**src/hdl/cbt_regs.svh**
```systemverilog
// constants for the command bus training host controller
// Summary of operation
// - before training, set the write-set bit so set one receives high-frequency values.
// - enter training with a first-half then second-half write setting the training bit.
// - after the mode write delay, drop CKE; device switches to operating set one.
// - at least one reference setting is applied before the CA step.
// - wait the long settling time after a new reference before trusting feedback.
// - exit: CKE high, long settle, clear training bit, wait mode write time.
// - after exit, write trained values into the chosen write set by write pairs.
// - training starts from idle or self refresh with CKE high at entry.
// - single rank: CKE low, fast CK, train, slow CK back on exit.
// - finish by switching to the trained operating set point, then fast CK.
// - a terminating die is flagged by mode register zero bit seven being one; the host reads no mode register and takes it from the term_die input.
// - in multi-rank systems the terminating rank is trained first.
// - hold CS and CA low for the deselect time, CK slow, before raising CKE.
// - present each reference code with at least two consecutive strobe pulses.
`ifndef CBT_REGS_SVH
`define CBT_REGS_SVH
`define CBT_CLK_PS 4000
`define CBT_CYC(ns) ((((ns) * 1000) + `CBT_CLK_PS - 1) / `CBT_CLK_PS)
`define CBT_TVREF_LONG_NS 250
`define CBT_TMRD_NS 14
`define CBT_TCAENT_NS 250
`define CBT_TMRW_NS 10
`define CBT_TCKCKEH_NS 10
`define CBT_TFB_NS 20
`define CBT_MR12_ADDR 6'h0C
`define CBT_MR13_ADDR 6'h0D
`define CBT_MR13_TRAIN_BIT 0
`define CBT_MR13_FSPWR_BIT 6
`define CBT_MR13_FSPOP_BIT 7
`define CBT_MRW1_CODE 5'h06
`define CBT_MRW2_CODE 5'h08
`define CBT_HALF_SLOW 2'h3
`define CBT_HALF_FAST 2'h0
`define CBT_DQS_EDGES 12'h004
`define CBT_CKE_RST 1'h1
`endif

```
**src/hdl/cbt_pkg.sv**
```systemverilog
// types for the command bus training host controller
package cbt_pkg;
   typedef enum logic [15:0] {
      ST_IDLE = 16'h0001, ST_SET_WR = 16'h0002, ST_ENTRY = 16'h0004,
      ST_WAIT_MRD = 16'h0008, ST_WAIT_ENT = 16'h0010, ST_VREF_DRIVE = 16'h0020,
      ST_VREF_SETTLE = 16'h0040, ST_CA_DRIVE = 16'h0080, ST_CA_FB = 16'h0100,
      ST_DESEL = 16'h0200, ST_EXIT_SETTLE = 16'h0400, ST_EXIT_MRW = 16'h0800,
      ST_WAIT_MRW = 16'h1000, ST_WRITE_TRAINED = 16'h2000, ST_SWITCH_OP = 16'h4000,
      ST_DONE = 16'h8000
   } cbt_state_e;
   typedef struct packed {
      logic ck_t;
      logic ck_c;
      logic cke;
      logic cs;
      logic [5:0] ca;
      logic [6:0] dq_o;
      logic dq_oe;
      logic dqs_t;
      logic dqs_c;
      logic dqs_oe;
   } cbt_pins_s;
   typedef struct packed {
      cbt_state_e st;
      logic [2:0] beat;
      logic [1:0] div;
      logic fast;
      logic [11:0] cnt;
      cbt_pins_s pins;
      logic [5:0] mr_addr;
      logic [7:0] mr_op;
      logic [5:0] fb_meta;
      logic [5:0] fb_sync;
      logic [5:0] echo;
      logic pass;
      logic done;
      logic refused;
      logic busy;
      logic [6:0] vref;
      logic [5:0] pattern;
      logic term;
      logic term_done;
   } cbt_q_s;
endpackage

```
**src/hdl/cbt_host.sv**
```systemverilog
// host controller that runs command bus training on one memory die
`timescale 1ns/1ps
`default_nettype none
`include "cbt_regs.svh"
module cbt_host
   import cbt_pkg::*;
(
   input wire logic ref_clk,
   input wire logic rst_b,
   // user side
   input wire logic start,
   input wire logic term_die,
   input wire logic [6:0] vref_code,
   input wire logic [5:0] ca_pattern,
   output logic busy,
   output logic done,
   output logic refused,
   output logic pass,
   output logic [5:0] echo,
   output logic [6:0] trained_vref,
   // memory side
   output logic ck_t,
   output logic ck_c,
   output logic cke,
   output logic cs,
   output logic [5:0] ca,
   input wire logic [15:0] dq_i,
   output logic [15:0] dq_o,
   output logic [15:0] dq_oe,
   input wire logic dqs_t_i,
   input wire logic dqs_c_i,
   output logic dqs_t_o,
   output logic dqs_c_o,
   output logic dqs_oe
);

   // -----------------------------------------------------------------
   // timing counts in reference clock cycles
   // -----------------------------------------------------------------
   localparam logic [11:0] TMRD_CYC = 12'(`CBT_CYC(`CBT_TMRD_NS));
   localparam logic [11:0] TCAENT_CYC = 12'(`CBT_CYC(`CBT_TCAENT_NS));
   localparam logic [11:0] TVREF_CYC = 12'(`CBT_CYC(`CBT_TVREF_LONG_NS));
   localparam logic [11:0] TMRW_CYC = 12'(`CBT_CYC(`CBT_TMRW_NS));
   localparam logic [11:0] TCKCKEH_CYC = 12'(`CBT_CYC(`CBT_TCKCKEH_NS));
   localparam logic [11:0] TFB_CYC = 12'(`CBT_CYC(`CBT_TFB_NS));

   // mode register 13 values used through the sequence
   localparam logic [7:0] MR13_WR1 = 8'(1 << `CBT_MR13_FSPWR_BIT);
   localparam logic [7:0] MR13_ENTER = 8'(MR13_WR1 | (1 << `CBT_MR13_TRAIN_BIT));
   localparam logic [7:0] MR13_OP1 = 8'(MR13_WR1 | (1 << `CBT_MR13_FSPOP_BIT));

   cbt_q_s q;
   cbt_q_s d;

   // -----------------------------------------------------------------
   // next state
   // -----------------------------------------------------------------

   // one process computes the whole next state
   always_comb
   begin
      logic tick_fall;
      logic cnt_zero;
      logic cmd_end;
      logic [1:0] half;
      tick_fall = 1'b0;
      cnt_zero = 1'b0;
      cmd_end = 1'b0;
      half = `CBT_HALF_SLOW;
      d = q;
      d.done = 1'b0;
      d.refused = 1'b0;

      // feedback lines pass two flops before use; lower lane ignored
      d.fb_meta = dq_i[13:8];
      d.fb_sync = q.fb_meta;

      // clock divider, CK falls on tick_fall where command beats change
      half = q.fast ? `CBT_HALF_FAST : `CBT_HALF_SLOW;
      if (q.div >= half)
      begin
         d.div = '0;
         d.pins.ck_t = ~q.pins.ck_t;
         d.pins.ck_c = q.pins.ck_t;
         tick_fall = q.pins.ck_t;
      end
      else
      begin
         d.div = q.div + 2'h1;
      end

      cnt_zero = (q.cnt == '0);
      if (!cnt_zero)
      begin
         d.cnt = q.cnt - 12'h001;
      end

      // two-half mode register write, one beat per CK period
      if (tick_fall && (q.st == ST_SET_WR || q.st == ST_ENTRY || q.st == ST_EXIT_MRW ||
         q.st == ST_WRITE_TRAINED || q.st == ST_SWITCH_OP))
      begin
         d.beat = q.beat + 3'h1;
         unique case (q.beat)
            3'h0:
            begin
               d.pins.cs = 1'b1;
               d.pins.ca = {q.mr_op[7], `CBT_MRW1_CODE};
            end
            3'h1:
            begin
               d.pins.cs = 1'b0;
               d.pins.ca = q.mr_addr;
            end
            3'h2:
            begin
               d.pins.cs = 1'b1;
               d.pins.ca = {q.mr_op[6], `CBT_MRW2_CODE};
            end
            3'h3:
            begin
               d.pins.cs = 1'b0;
               d.pins.ca = q.mr_op[5:0];
            end
            default:
            begin
               // second half done: the write takes effect as one update
               d.pins.cs = 1'b0;
               d.pins.ca = '0;
               d.beat = '0;
               cmd_end = 1'b1;
            end
         endcase
      end

      unique case (q.st)
         ST_IDLE:
         begin
            // CKE stays high while idle, so self refresh entry is legal
            d.pins.cke = 1'b1;
            if (start)
            begin
               if (!term_die && !q.term_done)
               begin
                  d.refused = 1'b1;
               end
               else
               begin
                  d.term = term_die;
                  d.vref = vref_code;
                  d.pattern = ca_pattern;
                  d.busy = 1'b1;
                  d.fast = 1'b0;
                  d.beat = '0;
                  d.mr_addr = `CBT_MR13_ADDR;
                  d.mr_op = MR13_WR1;
                  d.st = ST_SET_WR;
               end
            end
         end
         ST_SET_WR:
         begin
            // select write set one before training
            if (cmd_end)
            begin
               d.mr_op = MR13_ENTER;
               d.st = ST_ENTRY;
            end
         end
         ST_ENTRY:
         begin
            if (cmd_end)
            begin
               d.cnt = TMRD_CYC;
               d.st = ST_WAIT_MRD;
            end
         end
         ST_WAIT_MRD:
         begin
            // drop CKE and switch CK to the fast point
            if (cnt_zero)
            begin
               d.pins.cke = 1'b0;
               d.fast = 1'b1;
               d.cnt = TCAENT_CYC;
               d.st = ST_WAIT_ENT;
            end
         end
         ST_WAIT_ENT:
         begin
            // present the reference code one cycle ahead of the strobe
            if (cnt_zero)
            begin
               d.pins.dq_o = q.vref;
               d.pins.dq_oe = 1'b1;
               d.pins.dqs_oe = 1'b1;
               d.cnt = `CBT_DQS_EDGES;
               d.st = ST_VREF_DRIVE;
            end
         end
         ST_VREF_DRIVE:
         begin
            // two full strobe pulses, since the first edge may be missed
            if (cnt_zero)
            begin
               d.pins.dqs_t = 1'b0;
               d.pins.dqs_c = 1'b1;
               d.cnt = TVREF_CYC;
               d.st = ST_VREF_SETTLE;
            end
            else
            begin
               d.pins.dqs_t = ~q.pins.dqs_t;
               d.pins.dqs_c = q.pins.dqs_t;
            end
         end
         ST_VREF_SETTLE:
         begin
            // long settle before any CA value is trusted
            if (cnt_zero)
            begin
               d.beat = '0;
               d.st = ST_CA_DRIVE;
            end
         end
         ST_CA_DRIVE:
         begin
            // one CK period of CS high with the pattern on CA
            if (tick_fall)
            begin
               if (q.beat == '0)
               begin
                  d.pins.cs = 1'b1;
                  d.pins.ca = q.pattern;
                  d.beat = 3'h1;
               end
               else
               begin
                  d.pins.cs = 1'b0;
                  d.beat = '0;
                  d.cnt = TFB_CYC;
                  d.st = ST_CA_FB;
               end
            end
         end
         ST_CA_FB:
         begin
            // compare reflected CA against what was sent, CA0 on DQ8
            if (cnt_zero)
            begin
               d.echo = q.fb_sync;
               d.pass = (q.fb_sync == q.pattern);
               d.pins.cs = 1'b0;
               d.pins.ca = '0;
               d.fast = 1'b0;
               d.cnt = TCKCKEH_CYC;
               d.st = ST_DESEL;
            end
         end
         ST_DESEL:
         begin
            // CS and CA held low for the deselect time, then CKE high
            if (cnt_zero)
            begin
               d.pins.cke = 1'b1;
               d.pins.dq_oe = 1'b0;
               d.pins.dqs_oe = 1'b0;
               d.pins.dq_o = '0;
               d.cnt = TVREF_CYC;
               d.st = ST_EXIT_SETTLE;
            end
         end
         ST_EXIT_SETTLE:
         begin
            // clear the training bit after the long settle
            if (cnt_zero)
            begin
               d.beat = '0;
               d.mr_addr = `CBT_MR13_ADDR;
               d.mr_op = MR13_WR1;
               d.st = ST_EXIT_MRW;
            end
         end
         ST_EXIT_MRW:
         begin
            if (cmd_end)
            begin
               d.cnt = TMRW_CYC;
               d.st = ST_WAIT_MRW;
            end
         end
         ST_WAIT_MRW:
         begin
            // device dropped the trained value, so write it back
            if (cnt_zero)
            begin
               d.mr_addr = `CBT_MR12_ADDR;
               d.mr_op = {1'b0, q.vref};
               d.st = ST_WRITE_TRAINED;
            end
         end
         ST_WRITE_TRAINED:
         begin
            if (cmd_end)
            begin
               d.mr_addr = `CBT_MR13_ADDR;
               d.mr_op = MR13_OP1;
               d.st = ST_SWITCH_OP;
            end
         end
         ST_SWITCH_OP:
         begin
            // trained set point active, CK to the fast point
            if (cmd_end)
            begin
               d.fast = 1'b1;
               d.st = ST_DONE;
            end
         end
         ST_DONE:
         begin
            d.done = 1'b1;
            d.busy = 1'b0;
            d.term_done = q.term_done | q.term;
            d.st = ST_IDLE;
         end
      endcase

      // synchronous reset to a quiet bus with CKE high
      if (!rst_b)
      begin
         d = '0;
         d.st = ST_IDLE;
         d.pins.cke = `CBT_CKE_RST;
         d.pins.ck_c = 1'b1;
         d.pins.dqs_c = 1'b1;
      end
   end

   // -----------------------------------------------------------------
   // state register
   // -----------------------------------------------------------------

   // every flop of the block
   always_ff @(posedge ref_clk)
   begin
      q <= d;
   end

   // -----------------------------------------------------------------
   // outputs straight from flops
   // -----------------------------------------------------------------

   // user side
   assign busy = q.busy;
   assign done = q.done;
   assign refused = q.refused;
   assign pass = q.pass;
   assign echo = q.echo;
   assign trained_vref = q.vref;

   // memory side; only the low seven data lines are ever driven
   assign ck_t = q.pins.ck_t;
   assign ck_c = q.pins.ck_c;
   assign cke = q.pins.cke;
   assign cs = q.pins.cs;
   assign ca = q.pins.ca;
   assign dq_o = {9'h000, q.pins.dq_o};
   assign dq_oe = {9'h000, {7{q.pins.dq_oe}}};
   assign dqs_t_o = q.pins.dqs_t;
   assign dqs_c_o = q.pins.dqs_c;
   assign dqs_oe = q.pins.dqs_oe;

endmodule
`default_nettype wire

```
**config.mk**
```make
export PLATFORM = sky130hd
export DESIGN_NAME = cbt_host
export DESIGN_NICKNAME = d
export VERILOG_FILES = /design/src/hdl/cbt_pkg.sv /design/src/hdl/cbt_host.sv
export VERILOG_INCLUDE_DIRS = /design/src /design/src/hdl
export SDC_FILE = /design/constraint.sdc
export NUM_CORES = 1
export LEC_CHECK = 0
export ABC_AREA = 1
export BUFFER_PORTS_ARGS = -buffer_cell sky130_fd_sc_hd__buf_4
export CELL_PAD_IN_SITES_DETAIL_PLACEMENT = 2
export CELL_PAD_IN_SITES_GLOBAL_PLACEMENT = 2
export CORE_MARGIN = 4
export CORE_UTILIZATION = 31
export CTS_CLUSTER_DIAMETER = 120
export DETAILED_ROUTE_END_ITERATION = 10
export PLACE_DENSITY_LB_ADDON = 0.1
export SLEW_MARGIN = 10
export SYNTH_ARGS = -nofsm -noshare
export SYNTH_HDL_FRONTEND = slang
export SYNTH_SLANG_ARGS = --single-unit
```
**constraint.sdc**
```tcl
create_clock -name ref_clk -period 2.4 [get_ports ref_clk]
set_input_delay 0.24 -clock ref_clk [delete_from_list [all_inputs] [get_ports ref_clk]]
set_output_delay 0.24 -clock ref_clk [all_outputs]
set_load 0.02 [all_outputs]
```
==> metrics <==
die width 142 um; Global Route Usage Sum 0.186; core area 0.0174 mm^2; most frequently used flop master after synthesis dfxtp_1; f_max 0.447 GHz; Yosys reg bits 101; Yosys top cell area share 0.366; Final Skew 0.0114 ns; Synth Warn # 0; Syn-to-layout area delta 19.1%; slew margin rel. 0.559; period utilisation layout 0.932; port buffer count 66; outcome finished clean; final WL 18700 um; Initial Util 0.318; Gate Count Post-Synth 799; ys async rst share 0; crit path capture type flip-flop; Area contributors post-synth dfxtp_1 (37%), nand2_1 (9.3%), nor2_1 (7.8%), inv_1 (7.7%), buf_4 (6.9%); Commonest cells post-synth nand2_1 (137), nor2_1 (115), inv_1 (113), dfxtp_1 (101), a21oi_1 (55); antenna cell count 0; most frequent cell after synthesis nand2_1; die area 0.0200 mm^2; max-slew violation count 0; clock slew at reported path FFs 0.07 ns; FP Rows 48; post-synthesis cell area 0.00553 mm^2; vias per cell 4.77; Pre-Repair DR Iteration Count 4; CTS tree yes; crit path DAT 2.47 ns; critical path peak fanout 6; Detailed Place HPWL 14400 um; maximum VDD drop 0.424 mV; post-route ant nets 0; Hold Crit Class in -> reg; kind of critical path reg -> reg; WHS 0.0646 ns; Hold Vio Cnt, Final 0; I/O pin count 97; fin crit period 2.24 ns; initial DRC count 194; clock sink total 101; initial antenna violation count 0; library cells used by synthesis 43; die height 142 um; Clock Path Buffers 2; syn_area_per_cell 6.92 um^2; detailed-route via count 5224; Required @ worst endpoint 2.64 ns; cts bufs inserted 9; worst-margin pin slew 0.661 ns; Post-layout nets 910; share of layout cells above drive strength 1 0.230; CTS H-tree depth 3; root buffer cell clkbuf_16; vias in the first global route 5693; first-pass GRT wire length 29800 um; wire length per cell 17.1 um; Max Cap Viol 0; startpoint types flip-flop; largest net degree at the start of global routing 65; P per Cell Area 1070 mW/mm^2; Worst-Skew Late Latency 0.36 ns; setup TNS 0 ns; Synth area leader dfxtp_1; Post-synth EDFFs 0; DRC viols 0; RePlAce Congestion 0.881; reg2reg setup slack 0.16 ns; Remaining Overflow, GRT 0; # setup viols final 0; sequential share of the synthesized area 0.366; leakage power 3.23 nW
## worst paths after layout
kind / to / cells past startpoint / startpoint
max: ca[3] / 14 / q[96]
min: q[36] / 3 / dq_i[13]
max reg2reg: ca[3] / 14 / q[96]
min reg2reg: q[29] / 2 / q[35]
## routing by layer
metal,track usage,wire length (um),up-vias
met5,0,0,-
met2,0.324,9220,64
li1,-,-,2566
met1,0.245,8740,2579
met4,0.0495,255,0
met3,0.0226,480,15
## report_power, final
group          switching, mW  leakage [nW]  internal [mW]
registers              0.209         0.824           1.96
logic                   2.17          2.27           1.16
clock network          0.725         0.144          0.818
## repair_timing
action | CTS | global route
resized for setup | 0 | 27
hold buffers | 0 | 0
endpoints found under the setup margin | 0 | 55
hold endpoints to repair | 0 | 0
buffers inserted | 0 | 8
## cells by family (layout without fill, tap and decap cells)
logic type | count (synthesis) | count (layout) | share of synthesized area
other cells | 1 | 18 | 0.000679
simple gates | 365 | 365 | 0.308
buf+inv | 189 | 243 | 0.168
compound gates | 124 | 124 | 0.121
flops | 101 | 101 | 0.366
fa+ha+maj | 9 | 9 | 0.0204
xor+xnor | 10 | 10 | 0.0159
## worst max-delay path: stages (launching register included)
cell	delay (ns)
dfxtp_1	0.37
nor2_1	0.09
nand2_2	0.09
nor2_2	0.06
buf_4	0.15
nand2_1	0.12
nand2_1	0.12
nor2_4	0.17
nand2_8	0.08
nand2_1	0.14
clkinvlp_4	0.17
buf_4	0.17
buf_4	0.13
o211ai_1	0.16
a21oi_1	0.08
## cell type report
class | instances | area, um^2
timing repair buffer | 107 | 813
multi-input combinational | 526 | 2700
sequential | 101 | 2020
clock inverter | 6 | 71.3
fill | 2127 | 10800
inverter | 120 | 458
clock buffer | 9 | 225
timing repair inverter | 1 | 7.51
tap | 225 | 282
## sequential cells by signal (all words and copies together), names as in the netlist, 6 cells and up
| register | cells |
|---|---|
| echo | 6 |
| ca | 6 |
| q | 64 |
| trained_vref | 7 |
| dq_o | 7 |
## stage by stage
step / std cells / area, um^2 / setup WS (ns) / power [mW] / utilization
after detailed placement: 1071 / 6150 / 0.0641 / 5.44 / 0.354
final: 1095 / 6580 / 0.162 / 7.05 / 0.379
after global routing: 1095 / 6580 / -0.0390 / 7.64 / 0.379
after global placement: 1071 / 6150 / 0.158 / 5.24 / 0.354
after floorplan: 816 / 5590 / 0.284 / 4.47 / -
after CTS: 1086 / 6440 / 0.0239 / 7.02 / 0.371
## layout by cell type, fill, tap and decap left out, drive strengths merged
cell type,instances
a211oi,2
a21o,1
a21oi,55
a22o,1
a31oi,1
buf,106
bufinv,1
clkbuf,10
clkinv,1
clkinvlp,4
conb,18
dfxtp,101
ha,9
inv,121
nand2,161
nand3,48
nand4,8
nor2,130
nor3,11
nor3b,1
nor4,2
o211a,1
o211ai,5
o21a,1
o21ai,54
o21bai,1
o22ai,1
o41ai,1
or2,3
or3,1
xnor2,5
xor2,5
Power figures use the tool's default switching activity.
